==> config.mk <==
export PLATFORM = sky130hd
export DESIGN_NAME = epi_irq
export DESIGN_NICKNAME = d
export VERILOG_FILES = /design/src/verilog/epi_pkg.sv /design/src/verilog/epi_irq.sv /design/src/verilog/epi_pin_sync.sv
export SDC_FILE = /design/constraint.sdc
export NUM_CORES = 1
export LEC_CHECK = 0
export BUFFER_PORTS_ARGS = -buffer_cell sky130_fd_sc_hd__buf_2
export CAP_MARGIN = 10
export CORE_UTILIZATION = 50
export CTS_CLUSTER_SIZE = 25
export DETAILED_ROUTE_END_ITERATION = 7
export PLACE_DENSITY = 0.75
export SYNTH_ARGS = -nofsm -noshare
export SYNTH_HDL_FRONTEND = slang
export SYNTH_SLANG_ARGS = --single-unit
export TNS_END_PERCENT = 50
==> constraint.sdc <==
create_clock -name clk -period 3.2 [get_ports clk]
set_clock_uncertainty 0.2 [all_clocks]
set_input_delay 0 -clock clk [delete_from_list [all_inputs] [get_ports clk]]
set_output_delay 0 -clock clk [all_outputs]
set_load 0.03 [all_outputs]
==> src/verilog/epi_pkg.sv <==
// Package: constants, types and helpers for the external and pin-change interrupt block
package epi_pkg;

	// ***********************************
	// Widths
	// ***********************************
	localparam int N_EXT = 2;
	localparam int N_GRP = 3;
	localparam int GRP_W = 8;
	localparam int N_PC = N_GRP * GRP_W;
	localparam int SENSE_W = 2;
	localparam int N_VEC = N_EXT + N_GRP;

	// ***********************************
	// Register map, data-space byte offsets
	// ***********************************
	localparam logic [7:0] PCF_OFS = 8'h3b;
	localparam logic [7:0] EXF_OFS = 8'h3c;
	localparam logic [7:0] EXE_OFS = 8'h3d;
	localparam logic [7:0] PCE_OFS = 8'h68;
	localparam logic [7:0] ESC_OFS = 8'h69;
	localparam logic [7:0] IO_BASE = 8'h20;
	localparam logic [7:0] IO_MAX = 8'h3f;
	localparam logic [7:0] RST_VAL = 8'h00;

	// Writable bits of each register, the rest read zero
	localparam logic [7:0] EXT_BITS = 8'h03;
	localparam logic [7:0] GRP_BITS = 8'h07;
	localparam logic [7:0] SENSE_BITS = 8'h0f;
	// Group 1 has seven pins, the top mask bit is ignored
	localparam logic [7:0] GRP1_PINS = 8'h7f;

	// ***********************************
	// Vector numbering of the request lines
	// ***********************************
	localparam int VEC_EXT0 = 0;
	localparam int VEC_GRP0 = VEC_EXT0 + N_EXT;

	// ***********************************
	// Types
	// ***********************************
	typedef enum logic [1:0] {
		SENSE_LOW = 2'h0,
		SENSE_ANY = 2'h1,
		SENSE_FALL = 2'h2,
		SENSE_RISE = 2'h3
	} epi_sense_e;

	typedef enum logic [5:0] {
		SEL_NONE = 6'h01,
		SEL_PCF = 6'h02,
		SEL_EXF = 6'h04,
		SEL_EXE = 6'h08,
		SEL_PCE = 6'h10,
		SEL_ESC = 6'h20
	} epi_sel_e;

	typedef struct packed {
		logic [7:0] addr;
		logic io_space;
		logic wr;
		logic rd;
		logic [7:0] wdata;
	} epi_bus_s;

	typedef struct packed {
		logic valid;
		logic [2:0] vec;
	} epi_ack_s;

	// ***********************************
	// Helpers
	// ***********************************
	function automatic epi_sel_e epi_decode(input logic [7:0] addr, input logic io_space);
		logic [7:0] a;
		a = io_space ? 8'(addr + IO_BASE) : addr;
		if (io_space && addr > IO_MAX) begin
			return SEL_NONE;
		end else if (a == PCF_OFS) begin
			return SEL_PCF;
		end else if (a == EXF_OFS) begin
			return SEL_EXF;
		end else if (a == EXE_OFS) begin
			return SEL_EXE;
		end else if (a == PCE_OFS) begin
			return SEL_PCE;
		end else if (a == ESC_OFS) begin
			return SEL_ESC;
		end else begin
			return SEL_NONE;
		end
	endfunction : epi_decode

	function automatic logic epi_edge_trig(input epi_sense_e s, input logic cur,
		input logic prev);
		case (s)
			SENSE_ANY: return cur ^ prev;
			SENSE_FALL: return prev & ~cur;
			SENSE_RISE: return cur & ~prev;
			default: return 1'b0;
		endcase
	endfunction : epi_edge_trig

endpackage : epi_pkg
==> src/verilog/epi_irq.sv <==
// External line and pin-change interrupt request logic with its register file
// Functional notes
// - Line 1 sense: 00 low, 01 any change, 10 falling, 11 rising.
// - Line 0 sense uses the same encoding in its own two bits.
// - Pins are sampled before edge detection; pulses over one clock are caught.
// - Line 1 request needs its enable and the global interrupt flag.
// - Line 0 request needs its enable and global flag; own vector.
// - Pin activity raises requests even when the pin is an output.
// - An edge or change sets the line flag, bit 1 or bit 0.
// - Line vector requested when flag, enable and global flag are set.
// - Every flag clears on vector entry or on writing one.
// - Line flag stays cleared while its line senses low level.
// - Group 2 enable plus global flag requests on changes of pins 23:16.
// - Group 1 enable plus global flag requests on changes of pins 14:8.
// - Group 0 enable plus global flag requests on changes of pins 7:0.
// - A change on a group pin sets the group flag, bits 2 to 0, only while the group is enabled.
// - Group vector requested when flag, enable and global flag are set.
// - A pin counts toward its group only with its mask bit set.
// - Flag registers and the line enable register also answer at offset minus 0x20.
// - Cleared mask bit disables a pin; set needs group enable too.
// - Enabled low-level line requests for as long as the pin is low.
// - Level path needs no edge history to request; pin-change compares with the previous sample.
`timescale 1ns/10ps
module epi_irq (
	// Clock and reset
	input wire logic clk,
	input wire logic srst,
	// Register access
	input wire epi_pkg::epi_bus_s bus,
	output logic [7:0] rdata,
	// Core side
	input wire logic global_irq_enable,
	input wire epi_pkg::epi_ack_s ack,
	output logic [epi_pkg::N_VEC-1:0] irq_req,
	// Pins
	input wire logic [epi_pkg::N_EXT-1:0] ext_line,
	input wire logic [epi_pkg::N_PC-1:0] change_watched_pin,
	// Pin masks held elsewhere
	input wire logic [7:0] group0_pin_mask,
	input wire logic [7:0] group1_pin_mask,
	input wire logic [7:0] group2_pin_mask
);

	// ***********************************
	// Pin sampling
	// ***********************************
	logic [epi_pkg::N_EXT-1:0] ext_cur;
	logic [epi_pkg::N_EXT-1:0] ext_prev;
	logic [epi_pkg::N_PC-1:0] pc_cur;
	logic [epi_pkg::N_PC-1:0] pc_prev;

	// Pins read directly, whatever their direction
	epi_pin_sync #(.W(epi_pkg::N_EXT)) u_ext_sync (
		.clk(clk),
		.srst(srst),
		.pin_in(ext_line),
		.cur(ext_cur),
		.prev(ext_prev)
	);

	epi_pin_sync #(.W(epi_pkg::N_PC)) u_pc_sync (
		.clk(clk),
		.srst(srst),
		.pin_in(change_watched_pin),
		.cur(pc_cur),
		.prev(pc_prev)
	);

	// ***********************************
	// Registers
	// ***********************************
	logic [epi_pkg::N_EXT-1:0] ext_en_q, ext_en_d;
	logic [epi_pkg::N_GRP-1:0] grp_en_q, grp_en_d;
	logic [7:0] sense_q, sense_d;
	logic [epi_pkg::N_EXT-1:0] ext_flag_q, ext_flag_d;
	logic [epi_pkg::N_GRP-1:0] grp_flag_q, grp_flag_d;
	logic [7:0] rdata_q, rdata_d;
	logic [epi_pkg::N_VEC-1:0] req_q, req_d;

	epi_pkg::epi_sel_e sel;
	epi_pkg::epi_sense_e line0_sense_field;
	epi_pkg::epi_sense_e line1_sense_field;
	epi_pkg::epi_sense_e sense_of [epi_pkg::N_EXT];
	logic [epi_pkg::N_EXT-1:0] ext_low;
	logic [epi_pkg::N_EXT-1:0] ext_set;
	logic [epi_pkg::N_EXT-1:0] ext_wclr;
	logic [epi_pkg::N_EXT-1:0] ext_ack;
	logic [epi_pkg::N_GRP-1:0] grp_set;
	logic [epi_pkg::N_GRP-1:0] grp_wclr;
	logic [epi_pkg::N_GRP-1:0] grp_ack;
	logic [epi_pkg::N_GRP-1:0][epi_pkg::GRP_W-1:0] pmask;
	logic [epi_pkg::N_PC-1:0] pc_chg;

	// Short I/O addresses fold onto the data-space map
	assign sel = epi_pkg::epi_decode(bus.addr, bus.io_space);
	assign line0_sense_field = epi_pkg::epi_sense_e'(sense_q[1:0]);
	assign line1_sense_field = epi_pkg::epi_sense_e'(sense_q[3:2]);
	assign sense_of[0] = line0_sense_field;
	assign sense_of[1] = line1_sense_field;
	assign pmask[0] = group0_pin_mask;
	assign pmask[1] = group1_pin_mask & epi_pkg::GRP1_PINS;
	assign pmask[2] = group2_pin_mask;
	assign pc_chg = pc_cur ^ pc_prev;

	// ***********************************
	// Configuration registers
	// ***********************************
	always_comb begin
		ext_en_d = ext_en_q;
		grp_en_d = grp_en_q;
		sense_d = sense_q;
		if (bus.wr && sel == epi_pkg::SEL_EXE) begin
			ext_en_d = bus.wdata[epi_pkg::N_EXT-1:0];
		end
		if (bus.wr && sel == epi_pkg::SEL_PCE) begin
			grp_en_d = bus.wdata[epi_pkg::N_GRP-1:0];
		end
		if (bus.wr && sel == epi_pkg::SEL_ESC) begin
			sense_d = bus.wdata & epi_pkg::SENSE_BITS;
		end
	end

	always_ff @(posedge clk) begin
		if (srst) begin
			ext_en_q <= '0;
			grp_en_q <= '0;
			sense_q <= epi_pkg::RST_VAL;
		end else begin
			ext_en_q <= ext_en_d;
			grp_en_q <= grp_en_d;
			sense_q <= sense_d;
		end
	end

	// ***********************************
	// Trigger detection and flags
	// ***********************************
	always_comb begin
		for (int i = 0; i < epi_pkg::N_EXT; i++) begin
			ext_low[i] = (sense_of[i] == epi_pkg::SENSE_LOW);
			ext_set[i] = epi_pkg::epi_edge_trig(sense_of[i], ext_cur[i], ext_prev[i]);
			ext_wclr[i] = bus.wr && sel == epi_pkg::SEL_EXF && bus.wdata[i];
			ext_ack[i] = ack.valid && ack.vec == 3'(epi_pkg::VEC_EXT0 + i);
			// New trigger beats a clear in the same cycle
			ext_flag_d[i] = ext_set[i] | (ext_flag_q[i] & ~ext_wclr[i] & ~ext_ack[i]);
			// Level mode never leaves a flag behind
			if (ext_low[i]) begin
				ext_flag_d[i] = 1'b0;
			end
		end
		for (int g = 0; g < epi_pkg::N_GRP; g++) begin
			// Masked pins only, and only while the group is enabled
			grp_set[g] = grp_en_q[g] && |(pc_chg[g*epi_pkg::GRP_W +: epi_pkg::GRP_W] & pmask[g]);
			grp_wclr[g] = bus.wr && sel == epi_pkg::SEL_PCF && bus.wdata[g];
			grp_ack[g] = ack.valid && ack.vec == 3'(epi_pkg::VEC_GRP0 + g);
			grp_flag_d[g] = grp_set[g] | (grp_flag_q[g] & ~grp_wclr[g] & ~grp_ack[g]);
		end
	end

	always_ff @(posedge clk) begin
		if (srst) begin
			ext_flag_q <= '0;
			grp_flag_q <= '0;
		end else begin
			ext_flag_q <= ext_flag_d;
			grp_flag_q <= grp_flag_d;
		end
	end

	// ***********************************
	// Requests and read data
	// ***********************************
	always_comb begin
		for (int i = 0; i < epi_pkg::N_EXT; i++) begin
			// Low level requests straight from the pin, no flag needed
			req_d[epi_pkg::VEC_EXT0 + i] = global_irq_enable && ext_en_q[i] &&
				(ext_low[i] ? ~ext_cur[i] : ext_flag_q[i]);
		end
		for (int g = 0; g < epi_pkg::N_GRP; g++) begin
			req_d[epi_pkg::VEC_GRP0 + g] = global_irq_enable && grp_en_q[g] &&
				grp_flag_q[g];
		end
		rdata_d = rdata_q;
		if (bus.rd) begin
			if (sel == epi_pkg::SEL_PCF) begin
				rdata_d = 8'(grp_flag_q);
			end else if (sel == epi_pkg::SEL_EXF) begin
				rdata_d = 8'(ext_flag_q);
			end else if (sel == epi_pkg::SEL_EXE) begin
				rdata_d = 8'(ext_en_q);
			end else if (sel == epi_pkg::SEL_PCE) begin
				rdata_d = 8'(grp_en_q);
			end else if (sel == epi_pkg::SEL_ESC) begin
				rdata_d = sense_q;
			end else begin
				rdata_d = epi_pkg::RST_VAL;
			end
		end
	end

	always_ff @(posedge clk) begin
		if (srst) begin
			req_q <= '0;
			rdata_q <= epi_pkg::RST_VAL;
		end else begin
			req_q <= req_d;
			rdata_q <= rdata_d;
		end
	end

	assign irq_req = req_q;
	assign rdata = rdata_q;

	localparam logic [7:0] EXF_IO = epi_pkg::EXF_OFS - epi_pkg::IO_BASE;
endmodule : epi_irq

==> src/verilog/epi_pin_sync.sv <==
// Two-stage pin synchroniser with a third stage holding the previous sample
`timescale 1ns/10ps
module epi_pin_sync #(
	parameter int W = 2
) (
	// Clock and reset
	input wire logic clk,
	input wire logic srst,
	// Pins
	input wire logic [W-1:0] pin_in,
	// Sampled values
	output logic [W-1:0] cur,
	output logic [W-1:0] prev
);

	logic [W-1:0] meta_q;
	logic [W-1:0] cur_q;
	logic [W-1:0] prev_q;

	// First stage feeds only the second
	always_ff @(posedge clk) begin
		if (srst) begin
			meta_q <= '0;
			cur_q <= '0;
			prev_q <= '0;
		end else begin
			meta_q <= pin_in;
			cur_q <= meta_q;
			prev_q <= cur_q;
		end
	end

	assign cur = cur_q;
	assign prev = prev_q;

endmodule : epi_pin_sync

Word-level counts from Yosys, hierarchy flattened
Index checks and enable logic that the tools add are counted.
{"block": "totals", "reg_bits": 105, "output_inout_bits": 13, "elab_cells": 128}
{"block": "op_classes", "addsub": 1, "magnitude_cmp": 1, "n_eq_ne": 20, "n_mux": 16, "n_bitwise": 39, "reduce_logical": 37}
{"operator": "two-way mux 6 bit", "count": 6}
{"operator": "logical AND 1 bit", "count": 29}
{"operator": "== test 8 x 6 -> 1 bit, second input constant", "count": 3}
{"operator": "OR reduction 8 bit", "count": 3}
{"operator": "XOR 24 bit", "count": 1}
{"operator": "two-way mux 4 bit", "count": 5}
{"operator": "AND 8 bit", "count": 2}
{"operator": "== test 8 x 7 -> 1 bit, second input constant", "count": 2}
{"operator": "AND 1 bit", "count": 14}
{"operator": "inverter 1 bit", "count": 14}
{"operator": "adder 8 x 6 -> 8 bit, second input constant", "count": 1}
{"operator": "AND 8 x 7 -> 8 bit", "count": 1}
{"operator": "== test 2 bit, second input constant", "count": 4}
{"operator": "> comparator 8 x 6 -> 1 bit, second input constant", "count": 1}
{"operator": "two-way mux 8 bit", "count": 1}
{"operator": "== test 3 x 2 -> 1 bit, second input constant", "count": 2}
{"operator": "== test 6 x 2 -> 1 bit, second input constant", "count": 1}
{"operator": "== test 6 x 3 -> 1 bit, second input constant", "count": 1}
{"operator": "== test 6 x 4 -> 1 bit, second input constant", "count": 1}
{"operator": "== test 6 x 5 -> 1 bit, second input constant", "count": 1}
{"operator": "== test 6 bit, second input constant", "count": 1}
{"operator": "case mux 1 bit (3 select lines)", "count": 2}
{"operator": "OR 1 bit", "count": 5}
{"operator": "== test 2 x 1 -> 1 bit, second input constant", "count": 2}
{"operator": "7 further kinds", "count": 11}

Longest topological paths before layout
Gate-level depths: netlist of run 1.
{"block": "depth", "word_depth": 16, "depth_mapped": 6, "mapped_depth_nobuf": 6}

By module
From an unflattened synthesis of run 1, not the netlist that was laid out.
{"block": "unflattened", "cells_unflattened": 361, "hier_area_um2": 3832.4}
{"mod": "epi_pin_sync at u_pc_sync", "instances": 1, "cells_each": 152, "area_each_um2": 1981.9, "seq_area_each_um2": 1441.4}
{"mod": "epi_irq", "instances": 1, "cells_each": 197, "area_each_um2": 1692.9, "seq_area_each_um2": 460.4}
{"mod": "epi_pin_sync at u_ext_sync", "instances": 1, "cells_each": 12, "area_each_um2": 157.7, "seq_area_each_um2": 120.1}

Worst setup path before layout of run 1
OpenSTA, ideal clock, no wires.
{"block": "synth_path", "path_kind": "input-to-reg", "start": "input port bus[16] in the netlist's numbering", "end": "register ext_flag_q[0] in the netlist's numbering", "setup_time_ps": 119, "arrival_time_ps": 1554, "setup_slack_ps": 1327, "path_stages": 5, "n_path_buf": 0, "path_cell_list": "ha_1 or4b_4 a2111oi_4 a21oi_1 o221a_2"}
{"block": "synth_via", "elab_chain_len": 16, "word_cells_on_any_way": 22, "cone_classes": "add/sub: 1; order compare: 1; eq/ne: 6; mux: 7; bitwise: 4; reduce/logical: 3"}
{"element": "start: declaration", "line": "epi_irq.sv:29", "rtl": "input wire epi_pkg::epi_bus_s bus,"}
{"element": "adder 8 x 6 -> 8 bit", "line": "epi_pkg.sv:76", "rtl": "a = io_space ? 8'(addr + IO_BASE) : addr;"}
{"element": "two-way mux 8 bit", "line": "epi_pkg.sv:76"}
{"element": "== test 8 x 7 -> 1 bit", "line": "epi_pkg.sv:87", "rtl": "end else if (a == ESC_OFS) begin"}
{"element": "two-way mux 6 bit", "line": "epi_pkg.sv:87"}
{"element": "two-way mux 6 bit", "line": "epi_pkg.sv:85", "rtl": "end else if (a == PCE_OFS) begin"}
{"element": "two-way mux 6 bit", "line": "epi_pkg.sv:83", "rtl": "end else if (a == EXE_OFS) begin"}
{"element": "two-way mux 6 bit", "line": "epi_pkg.sv:81", "rtl": "end else if (a == EXF_OFS) begin"}
{"element": "two-way mux 6 bit", "line": "epi_pkg.sv:79", "rtl": "end else if (a == PCF_OFS) begin"}
{"element": "two-way mux 6 bit *", "line": "epi_pkg.sv:77", "rtl": "if (io_space && addr > IO_MAX) begin"}
{"element": "== test 6 x 3 -> 1 bit *", "line": "epi_irq.sv:142", "rtl": "ext_wclr[i] = bus.wr && sel == epi_pkg::SEL_EXF && bus.wdata[i];"}
{"element": "logical AND 1 bit * (2 in a row)", "line": "epi_irq.sv:142"}
{"element": "inverter 1 bit *", "line": "epi_irq.sv:145", "rtl": "ext_flag_d[i] = ext_set[i] | (ext_flag_q[i] & ~ext_wclr[i] & ~ext_ack[i]);"}
{"element": "AND 1 bit * (2 in a row)", "line": "epi_irq.sv:145"}
{"element": "OR 1 bit *", "line": "epi_irq.sv:145"}
{"element": "end signal: assignment", "line": "epi_irq.sv:165", "rtl": "ext_flag_q <= ext_flag_d;"}
{"element": "end: declaration", "line": "epi_irq.sv:75", "rtl": "logic [epi_pkg::N_EXT-1:0] ext_flag_q, ext_flag_d;"}
Mark *: on every way between the ends. The rest lies on a longest branch, timed or not.
A chain may end at the register's enable or synchronous reset.

Final worst setup path of run 1
{"block": "layout_path", "start": "register u_pc_sync.cur_q[4] (netlist: u_pc_sync.cur[4])", "end": "register grp_flag_q[0] in the netlist's numbering"}
{"block": "layout_via", "elab_chain_len": 5}
{"element": "start: declaration", "line": "epi_pin_sync.sv:17", "rtl": "logic [W-1:0] cur_q;"}
{"element": "start signal: assignment", "line": "epi_pin_sync.sv:28", "rtl": "cur_q <= meta_q;"}
{"element": "XOR 24 bit", "line": "epi_irq.sv:103", "rtl": "assign pc_chg = pc_cur ^ pc_prev;"}
{"element": "AND 8 bit", "line": "epi_irq.sv:153", "rtl": "grp_set[g] = grp_en_q[g] && |(pc_chg[g*epi_pkg::GRP_W +: epi_pkg::GRP_W] & pmask[g]);"}
{"element": "OR reduction 8 bit", "line": "epi_irq.sv:153"}
{"element": "logical AND 1 bit", "line": "epi_irq.sv:153"}
{"element": "OR 1 bit", "line": "epi_irq.sv:156", "rtl": "grp_flag_d[g] = grp_set[g] | (grp_flag_q[g] & ~grp_wclr[g] & ~grp_ack[g]);"}
{"element": "end signal: assignment", "line": "epi_irq.sv:166", "rtl": "grp_flag_q <= grp_flag_d;"}
{"element": "end: declaration", "line": "epi_irq.sv:76", "rtl": "logic [epi_pkg::N_GRP-1:0] grp_flag_q, grp_flag_d;"}
Every way passes these cells.

==> flow_results.org, run 1 <==
** Final layout
- Final antenna diode count :: 0
- Count of filler cells inserted in the layout :: 539
- Most common cell after layout, fill and taps aside :: sky130_fd_sc_hd__dfxtp_1
- After the flow finishes, the layout carries non-filler instances totaling 587.
- Final net count :: 567
- Area taken by flip-flops and latches :: 1962 µm²
- Most frequent cells in the layout :: sky130_fd_sc_hd__dfxtp_1 (98), sky130_fd_sc_hd__buf_2 (78), sky130_fd_sc_hd__nor2b_1 (77)
- The area growth from synthesis to layout is 33.19%.
- Post-route cell area :: 4916 µm²
- Multi-input gate area in the final layout :: 1639 µm²
- In the final layout, the share of cells above drive strength 1 is 21.38%.

** Timing
- Number of setup violations in the final report :: 0
- Pins over their slew limit :: 0
- The smallest clock period supported by the final layout is computed as 2.980 ns.
- Fin. Hold Viols :: 0
- For the final routed database, the setup TNS stands at 0 ns.
- The worst path uses 93.13% of the clock period.
- For this run, the top clock speed supported by timing is 0.3355 GHz.
- Remaining max-slew budget at the tightest pin :: 43.35%
- Unrepaired setup endpoints after global routing :: false
- Worst-Margin Slew :: 0.8461 ns

** CTS
- Clock tree root driver cell :: sky130_fd_sc_hd__clkbuf_8
- Worst-skew pair later-pin latency :: 0.36 ns
- Bufs on Longest Clock Path :: 2
- TritonCTS built the clock tree.
- The tree built by TritonCTS fans out to 98 sinks.
- After clock tree synthesis, the clock-pin slew on the worst setup and hold paths is 0.10 ns.
- CTS built an H-tree with a depth of 3.
- The number of clock buffers added by TritonCTS is 9.

** Drt
- The routed layout has 2888 vias.
- After detailed routing, the average wire length per cell comes to 12.75 µm.
- In this run the remaining antenna-violating nets after routing total 0.
- DRT iter0 DRCs :: 176
- For this run, design rule violations remaining after detail routing come to 0.
- The first detailed-routing pass ran for 6 iterations.
- Total detailed-routing wirelength :: 7.484 mm
- Vias per inst :: 4.920

** Placed design
- In this run the tool buffered the top-level ports with 78 buffer cells.
- Detailed placement ended at an HPWL of 4.866 mm.
- Post-place instance area :: 4145 µm²
- Routability cong. :: 0.8988
- In this run, placement finished with an instance count of 514.

** Critical path
- The largest single stage delay on the critical path is 0.58 ns.
- Slowest-stage cell, CP :: sky130_fd_sc_hd__dlygate4sd3_1
- For the worst setup path, the data required time is 3.25 ns.
- Worst Path Arrival :: 3.03 ns
- The critical path contains buffers and inverters numbering 3 combined.
- Capturing element type of the critical path :: flop
- Critical path peak fanout :: 2
- The setup path with the least slack is of type flop to flop.
- By instance count, the cell type seen most on the critical path is sky130_fd_sc_hd__dlygate4sd3_1.
- The worst setup path is launched from a flop.
- The signal on the critical path passes through xor2_1 > a22oi_1 > dlygate4sd3_1 > nand4_1 > dlygate4sd3_1 > a32o_1 > dlygate4sd3_1.
- Family of cells with the greatest summed delay on the critical path :: buffers and inverters

** Logic synthesis
- Proportion of register bits with asynchronous set or reset after synthesis :: 0%
- Post-synthesis mux area share :: 2.000%
- Sequential fraction of the synthesis area :: 53.15%
- Synthesized instance count :: 351
- After synthesis, the largest family of logic cells by area is simple AND/OR/NAND/NOR gates.
- Complex-gate fraction of the synthesized area :: 13.39%
- Number of warnings printed during yosys synthesis :: 0
- By area the synthesized netlist is led by sky130_fd_sc_hd__dfxtp_1 (53%), sky130_fd_sc_hd__nor2b_1 (13%), sky130_fd_sc_hd__xor2_1 (5.5%).
- Counting flops with a built-in enable in the synthesized netlist gives 0.
- Flop and latch count out of synthesis :: 98
- Summing every instance area after synthesis gives 3691 µm².
- Among all flip-flop cells after synthesis, the most frequent one is sky130_fd_sc_hd__dfxtp_1.
- Fraction of synthesized cell area taken by the top area cell type :: 53.15%
- The synthesized netlist devotes 5.458% of its cell area to XOR and XNOR gates.
- Of the total synthesized cell area, the portion taken by full adders, half adders and majority gates is 1.695%.
- Cell type with the highest aggregate area in the netlist :: sky130_fd_sc_hd__dfxtp_1
- Of the total synthesized cell area, the portion taken by AND, OR, NAND and NOR gates is 21.46%.
- Unique masters post-synth :: 47
- Avg Cell Area, Syn :: 10.52 µm²

** Floorplanning
- In this run the horizontal extent of the chip is 87.92 µm.
- Boundary pin count :: 89
- The floorplan has 30 rows.
- Effective utilization at floorplan :: 53.15%
- Area inside the core boundary :: 6944 µm²
- The die is 87.92 µm tall.
- Die ar. :: 7730 µm²

** Status
- Status :: finished clean

** Worst hold path
- Hold Crit Class :: input port to flop

** GRT
- Entering global routing, the biggest net connects 49 pins.
- The via count of the first global-routing pass was 2769.
- Global routing used 20.45% of the available tracks.
- Antenna violations before repair :: 0
- Overall overflow remaining after global route :: 0
- The first global-routing pass estimated 12.00 mm of wire.

** Power
- Pwr per Cell Area :: 461.3 nW/µm²
- Worst-case vdd ir drop :: 372.5 µV
- Static Leakage :: 0.002146 µW

** Run
- Max-cap violations in this run came to 0.
layer usage:
layer  track usage [%]  share of wire [%]
met4             9.091                1.3
met5                 0                  0
met2             35.10                 48
met3             4.901                4.5
met1             24.30                 46
registers in the layout (all words and copies together), names as in the netlist:
| signal | flops |
|---|---|
| rdata | 4 |
| sense_q | 4 |
| grp_en_q | 3 |
| ext_en_q | 2 |
| u_pc_sync.meta_q | 23 |
| u_pc_sync.prev | 23 |
| ext_flag_q | 2 |
| grp_flag_q | 3 |
| u_ext_sync.cur | 2 |
| irq_req | 5 |
| u_pc_sync.cur | 23 |
| u_ext_sync.meta_q | 2 |
| u_ext_sync.prev | 2 |
cells in the mapped netlist (all sizes together) (2+ instances only):
master,number
nand2b,7
clkbuf,10
a211o,3
mux2i,4
xor2,23
o31ai,3
buf,5
nand2,3
a32o,2
a31oi,2
a211oi,6
nand4b,3
dfxtp,98
nand3,11
nor2,9
or4b,3
nand4,5
ha,5
mux2,3
nor2b,77
o21ai,11
inv,7
and3,6
a21oi,17
a22oi,11
final timing paths:
path	end	cells after the start	slack, ns	startpoint
worst max-delay path	grp_flag_q[0]	7	0.22	u_pc_sync.cur[4]
worst min-delay path	sense_q[0]	5	0.04	bus[15]
worst max register to register	grp_flag_q[0]	7	0.22	u_pc_sync.cur[4]
worst min register to register	u_ext_sync.cur[1]	1	0.23	u_ext_sync.meta_q[1]
where the power goes:
group	switching [µW]	internal, µW	total, µW	leakage [µW]
registers	14.8	1260	1270	0.000803
logic	102	127	229	0.00124
clock network	444	321	766	0.000101
kinds of logic after synthesis:
logic type	count (synthesis)
other	1
AOI/OAI and AO/OA	67
and+or+nand+nor	128
DFF	98
buffers and inverters	22
xor gates and xnor gates	23
muxes	7
adders and majority gates	5
tightest hold or removal path: cells and delay by family:
kind | cells | cell delay, ns
and+or+nand+nor | 2 | 0.31
AOI/OAI and AO/OA | 2 | 0.16
buffers and inverters | 1 | 0.09
through the flow:
stage / setup slack (ns) / utilization [%] / hold WS (ns) / power, µW
2_1_floorplan: 1.327 / - / -0.09935 / 1406
3_3_place_gp: 1.121 / 59.69 / 0.006899 / 1469
3_5_place_dp: 1.107 / 59.69 / 0.01256 / 1475
4_1_cts: 0.1787 / 70.79 / 0.01818 / 2285
5_1_grt: 0.06651 / 70.79 / 0.05079 / 2367
6_report: 0.2198 / 70.79 / 0.03978 / 2268
repair_timing:
action	CTS	global route
buffers inserted	0	0
resized for setup	0	0
setup endpoints to repair	0	0
hold buffers	57	0
endpoints found under the hold margin	51	0
cell type report:
type	instances	share of cell area (%)
Inverter	7	0.5345
Sequential cell	98	39.91
Clock buffer	10	2.800
Tap cell	96	2.443
Timing Repair Buffer	136	19.70
Multi-Input combinational cell	234	33.34
Clock inverter	6	1.273
Note: power is estimated with default switching activity, not from simulation.
==> inputs of run 2 (changes only) <==
--- a/config.mk
+++ b/config.mk
@@ -10,7 +10,7 @@
 export CORE_UTILIZATION = 50
 export CTS_CLUSTER_SIZE = 25
 export DETAILED_ROUTE_END_ITERATION = 7
-export PLACE_DENSITY = 0.75
+export PLACE_DENSITY_LB_ADDON = 0.1
 export SYNTH_ARGS = -nofsm -noshare
 export SYNTH_HDL_FRONTEND = slang
 export SYNTH_SLANG_ARGS = --single-unit
==> run 2 against run 1 <==
Net effect:
- wire length shrank 1.0%
- non-clock buffer count fell by 7
- register-to-register slack got worse by 0.03 ns
- critical path depth unchanged
- sequential cell count did not move
- total power decreased by 0.46%
- die area is the same
- fmax decreased by 1.0%
- largest power group unchanged
==> flow_results.org, run 2 (same netlist as run 1, synthesis figures left out) <==
** Final layout
- Final net count :: 560
- Cells with a size suffix above 1 make up 21.69% of the layout.
- The area growth from synthesis to layout is 31.08%.
- Summing all non-filler instances in the final layout gives an area of 4838 µm².
- Most frequent cells in the layout :: sky130_fd_sc_hd__dfxtp_1 (98), sky130_fd_sc_hd__buf_2 (78), sky130_fd_sc_hd__nor2b_1 (77)
- The library cell used most frequently in the layout, excluding fill and tap cells, is sky130_fd_sc_hd__dfxtp_1.
- Final antenna diode count :: 0

** Placed design
- Post-place instance area :: 4145 µm²
- The congestion estimate from routability-driven global placement came to 0.8612.
- Pre-CTS worst setup slack :: 1.065 ns
- The wire-length estimate of the detail-placed layout is 4.906 mm.
- Number of buffers inserted by port buffering :: 78

** Timing
- Worst setup margin :: 0.1888 ns
- Final worst-path cycle share :: 94.10%
- Worst-Margin Slew :: 0.9959 ns
- Subtracting the final worst setup slack from the clock period gives 3.011 ns.
- Setup total negative slack on the finished layout was measured at 0 ns.
- Pins over their slew limit :: 0
- Fin. Hold Viols :: 0
- Setup repair after global routing left no endpoint under its margin.
- Number of setup violations in the final report :: 0
- Timing would allow up to 0.3321 GHz.
- Remaining max-slew budget at the tightest pin :: 33.32%

** Power
- In this run the power density over the cells is 466.5 nW/µm².
- Worst-case vdd ir drop :: 307.4 µV
- Static Leakage :: 0.002113 µW
- The design draws 2257 µW.

** Critical path
- Worst reg2reg endpoint :: grp_flag_q[0]
- Data on the critical path is required at its endpoint by 3.25 ns.
- For the worst flop-to-flop path, the logic depth is 7.
- Worst setup path startpoint :: u_pc_sync.prev[4]
- The signal on the critical path passes through xor2_1 > a22oi_1 > dlygate4sd3_1 > nand4_1 > dlygate4sd3_1 > a32o_1 > dlygate4sd3_1.
- Among all stages on the critical path, the largest delay is contributed by sky130_fd_sc_hd__dlygate4sd3_1.
- The cell that appears most often on the critical path is sky130_fd_sc_hd__dlygate4sd3_1.
- STA classifies the critical path startpoint as a flop.
- Critical path peak fanout :: 1
- Capturing element type of the critical path :: flop
- Start of the worst register-to-register path :: u_pc_sync.prev[4]
- In this design, the stage delay of the slowest critical-path cell is 0.59 ns.
- Flop-to-flop setup slack :: 0.19 ns
- Critical path start-end classification :: flop to flop
- Worst Path Arrival :: 3.06 ns

** CTS
- Clock input transition at the sequential cells of the worst setup and hold paths :: 0.10 ns
- Clock tree root driver cell :: sky130_fd_sc_hd__clkbuf_8
- Post-CTS repair timing setup buffer count :: 0
- Clock tree from TritonCTS :: done
- Post-CTS sizing :: 0
- For the worst-skew pair, the clock arrives at the later sink with an insertion delay of 0.35 ns.
- Number of buffers inserted during clock tree synthesis :: 9
- The H-tree was split into 3 levels.
- The clock net in this run drives a total of 98 sinks.
- Bufs on Longest Clock Path :: 2

** Floorplanning
- In this run the standard cell core region covers 6944 µm².
- Effective utilization at floorplan :: 53.15%
- Height of the die :: 87.92 µm
- The die covers 7730 µm².
- For this design the top-level I/O count stands at 89.
- The floorplan has 30 rows.
- The die is 87.92 µm wide.

** GRT
- Antenna violations before repair :: 0
- Entering global routing, the biggest net connects 48 pins.
- Total GRT Usage :: 20.27%
- After global routing the overflow that remains totals 0.
- Via count of the first global-routing pass :: 2651
- The first global-routing pass estimated 11.94 mm of wire.

** Drt
- The first routing iteration left 171 violations.
- The first detailed-routing pass took 4 iterations.
- Vias per inst :: 4.936
- Summing over every cut layer, the via total after detailed routing is 2863.
- Mean routed wirelength per cell :: 12.77 µm
- Post-detailed-route count of antenna-violating nets :: 0
- Number of remaining DRC errors :: 0
- Summed over all layers, the routed wires come to 7.407 mm.

** Worst hold path
- Hold Path Origin :: bus[15]
- Number of cells traversed by the worst hold path :: 5
- The path class of the tightest hold or removal check is input port to flop.
- Hold endpoint :: sense_q[1]

** Status
- The run finished with clean final reports.

** Run
- Max-cap violations in this run came to 0.
## run 2: worst max-delay path by stage
stage	depth (start not counted)	endpoint
after floorplan	5	ext_flag_q[0]
after global placement	6	ext_flag_q[0]
after detailed placement	6	rdata[0]
after CTS	7	grp_flag_q[0]
after global routing	7	grp_flag_q[0]
final	7	grp_flag_q[0]
## run 2: power breakdown
group	internal (µW)	total (µW)	leakage, µW	switching [µW]
Clock	320	758	0.0000934	438
Combinational	124	227	0.00122	103
Sequential	1260	1270	0.000803	14.5
Total	1700	2260	0.00211	555
## run 2: area by class of cell
class | instances | area, µm²
Inverter | 7 | 26.28
Clock buffer | 10 | 137.6
Timing Repair Buffer | 129 | 898.4
Fill cell | 558 | 2106
Multi-Input combinational cell | 234 | 1639
Clock inverter | 6 | 55.05
Sequential cell | 98 | 1962
Tap cell | 96 | 120.1
## run 2: repair_timing
action | CTS | global route
setup endpoints to repair | 0 | 0
hold buffers | 50 | 0
endpoints found under the hold margin | 48 | 0
## run 2: worst max-delay path: cells and delay by family, from the launching register on
family,cells,cell delay [ns]
AOI/OAI and AO/OA,2,0.44
xor gates and xnor gates,1,0.15
and+or+nand+nor,1,0.08
DFF,1,0.32
buffers and inverters,3,1.72
## run 2: metal layers
layer | GRT usage [%] | vias to the layer above | wire length (µm)
li1 | - | 1470 | -
met5 | 0 | - | 0
met3 | 4.807 | 12 | 457
met4 | 7.750 | 0 | 110
met2 | 32.06 | 84 | 3484
met1 | 26.91 | 1297 | 3354
## run 2: metrics by stage
stage,hold slack (ns),instances,utilization (%)
after floorplan,-0.09935,354,-
after global placement,0.006822,514,59.69
after detailed placement,0.01322,514,59.69
after CTS,0.001906,580,69.68
after global routing,0.04832,580,69.68
final,0.02151,580,69.68
==> inputs of run 3 (changes only) <==
==> constraint.sdc (replaced) <==
create_clock -name clk -period 3.45 [get_ports clk]
set_clock_uncertainty 0.2 [all_clocks]
set_input_delay 0 -clock clk [delete_from_list [all_inputs] [get_ports clk]]
set_output_delay 0 -clock clk [all_outputs]
set_load 0.03 [all_outputs]
==> run 3 against run 2 <==
Net effect:
- the flow now finishes with violations (negative hold slack)
- wire length decreased by 0.50%
- register-to-register slack gained 0.28 ns
- total power fell by 6.6%
- combinational power down 5%
- sequential power down 7%
- critical path type unchanged
- largest power group unchanged
- critical endpoint is now grp_flag_q[1]
- via count increased by 2.4%
- fmax grew 1.1%
- core utilization rose by 1.5 points
==> flow_results.org, run 3 (same netlist as run 1, synthesis figures left out) <==
** Final layout
- Share of final-layout standard cells stronger than drive strength 1 :: 21.26%
- Relative to the synthesized area, the layout overhead comes to 33.86%.
- For this run, the share of the core covered by cells in the final layout is 71.15%.
- Multi-input gate area in the final layout :: 1639 µm²
- Summing all flip-flop and latch instances after layout gives 1962 µm².
- Most frequent cells in the layout :: sky130_fd_sc_hd__dfxtp_1 (98), sky130_fd_sc_hd__buf_2 (78), sky130_fd_sc_hd__nor2b_1 (77)
- At the end of the flow, the number of nets in the layout was 570.
- Most common cell after layout, fill and taps aside :: sky130_fd_sc_hd__dfxtp_1
- The layout has 547 filler cells.
- Final antenna diode count :: 0

** GRT
- The via count of the first global-routing pass is 2679.
- Overall overflow remaining after global route :: 0
- Across every metal layer, demand over resource in global routing totals 20.59%.
- Pin count of the biggest net entering global routing :: 47
- The number of antenna violations at the first check in global routing is 0.
- The first global-routing pass estimated 12.08 mm of wire.

** Floorplanning
- Effective utilization at floorplan :: 53.15%
- The floorplan has 30 rows.
- In this run the standard cell core region covers 6944 µm².
- Horizontal extent of the die :: 87.92 µm
- Boundary pin count :: 89
- Die ar. :: 7730 µm²
- The floorplan step set the die height to 87.92 µm.

** Placed design
- Port buffering added 78 buffers.
- At the end of routability-driven placement, the weighted congestion stood at 0.8752.
- HPWL after detailed placement :: 4.743 mm

** Power
- Static Leakage :: 0.002157 µW
- Clock network power share :: 33.9%
- Cell internal power was estimated by the tool at 1584 µW.
- Combinational group share of total power :: 10.2%
- Sequential Power Share :: 56.0%
- Switching power as a share of total power :: 24.86%
- Worst-case vdd ir drop :: 300.7 µV
- Switch Pwr :: 524.2 µW
- Dividing total power by cell area gives a power density of 426.7 nW/µm².

** Status
- The run finished, with violations left.
- Failing checks :: negative hold slack

** Timing
- Remaining max-slew budget at the tightest pin :: 39.95%
- Time the final worst path needs with I/O delays and setup :: 2.979 ns
- Peak Freq :: 0.3356 GHz
- Minimum hold slack :: -0.001759 ns
- Number of setup violations in the final report :: 0
- The number of max-slew violations in the final report was 0.
- Unrepaired setup endpoints after global routing :: false
- Worst-Margin Slew :: 0.8968 ns
- The total count of hold-check failures in the final report was 1.
- The worst path uses 86.36% of the clock period.
- Setup TNS :: 0 ns

** CTS
- Clock input transition at the sequential cells of the worst setup and hold paths :: 0.09 ns
- Clock tree root driver cell :: sky130_fd_sc_hd__clkbuf_8
- Clock Sink Count :: 98
- Number of buffers inserted during clock tree synthesis :: 9
- For the worst-skew pair, the clock arrives at the later sink with an insertion delay of 0.36 ns.
- Clock tree from TritonCTS :: done
- The clock tree synthesis step divided the H-tree into 3 levels.
- Bufs on Longest Clock Path :: 2

** Drt
- Post-detailed-route count of antenna-violating nets :: 0
- Dividing the detail-routed via count by the number of cells gives 4.971.
- Before antenna repair, the detailed router went through 4 iterations.
- Vias after detailed routing :: 2933
- The detailed router finished its first iteration with 133 violations.
- Total detailed-routing wirelength :: 7.370 mm
- Mean routed wirelength per cell :: 12.49 µm
- For this run, design rule violations remaining after detail routing come to 0.

** Critical path
- Worst Path Arrival :: 3.03 ns
- STA puts the critical path data required time at 3.50 ns.
- Critical path start-end classification :: flop to flop
- Critical path peak fanout :: 1
- Flop-to-flop setup slack :: 0.47 ns
- Category of the worst setup path launch point :: flop
- STA classifies the critical path endpoint as a flop.

** Worst hold path
- Hold Crit Class :: input port to flop

** Run
- Number of maximum-capacitance constraint violations :: 0
## run 3: power by group through the flow
stage / registers, µW / logic (µW) / clock network [µW]
after floorplan: 1210 / 97.9 / 0
after global placement: 1210 / 160 / 0
after detailed placement: 1210 / 162 / 0
after CTS: 1180 / 214 / 735
after global routing: 1180 / 239 / 788
final: 1180 / 215 / 714
## run 3: worst paths after layout
kind                                           start                 to  cells after the start
worst min register to register  u_pc_sync.meta_q[12]  u_pc_sync.cur[12]                      1
worst max-delay path              u_pc_sync.prev[14]      grp_flag_q[1]                      7
worst max register to register    u_pc_sync.prev[14]      grp_flag_q[1]                      7
worst min-delay path                         bus[12]           rdata[2]                      5
## run 3: repair_timing
item | CTS | global route
endpoints found under the hold margin | 56 | 0
gates resized for setup | 0 | 0
setup buffers | 0 | 0
hold buffers | 60 | 0
## run 3: critical path, cell delays in order, from the launching register on
cell and delay, ns:
sky130_fd_sc_hd__dfxtp_1 0.32, sky130_fd_sc_hd__xor2_1 0.16, sky130_fd_sc_hd__a22oi_1 0.19, sky130_fd_sc_hd__dlygate4sd3_1 0.58
sky130_fd_sc_hd__nand3_1 0.07, sky130_fd_sc_hd__dlygate4sd3_1 0.57, sky130_fd_sc_hd__a31o_2 0.24, sky130_fd_sc_hd__dlygate4sd3_1 0.55
## run 3: per-layer routing
| metal | GRT usage [%] | share of wire (%) | vias up |
|---|---|---|---|
| li1 | - | - | 1491 |
| met1 | 25.71 | 45 | 1335 |
| met2 | 33.69 | 47 | 93 |
| met3 | 5.090 | 6.6 | 14 |
| met4 | 9.240 | 1.8 | 0 |
| met5 | 0 | 0 | - |
## run 3: per-stage QoR
step / cell area (µm²) / instances / power, µW / setup slack, ns / hold WS, ns
floorplan: 3702 / 354 / 1304 / 1.577 / -0.09935
global placement: 4145 / 514 / 1365 / 1.337 / 0.006739
detailed placement: 4145 / 514 / 1369 / 1.339 / 0.01209
CTS: 4941 / 590 / 2129 / 0.4676 / 0.003785
global route: 4941 / 590 / 2211 / 0.3174 / 0.03362
finish: 4941 / 590 / 2109 / 0.4707 / -0.001759
## run 3: layout make-up
class                      count  area share (%)
inverter                       7          0.5318
clock inverter                 6           1.165
clock buffer                  10           2.786
tap                           96           2.431
sequential                    98           39.71
multi-input combinational    234           33.17
timing repair buffer         139           20.21
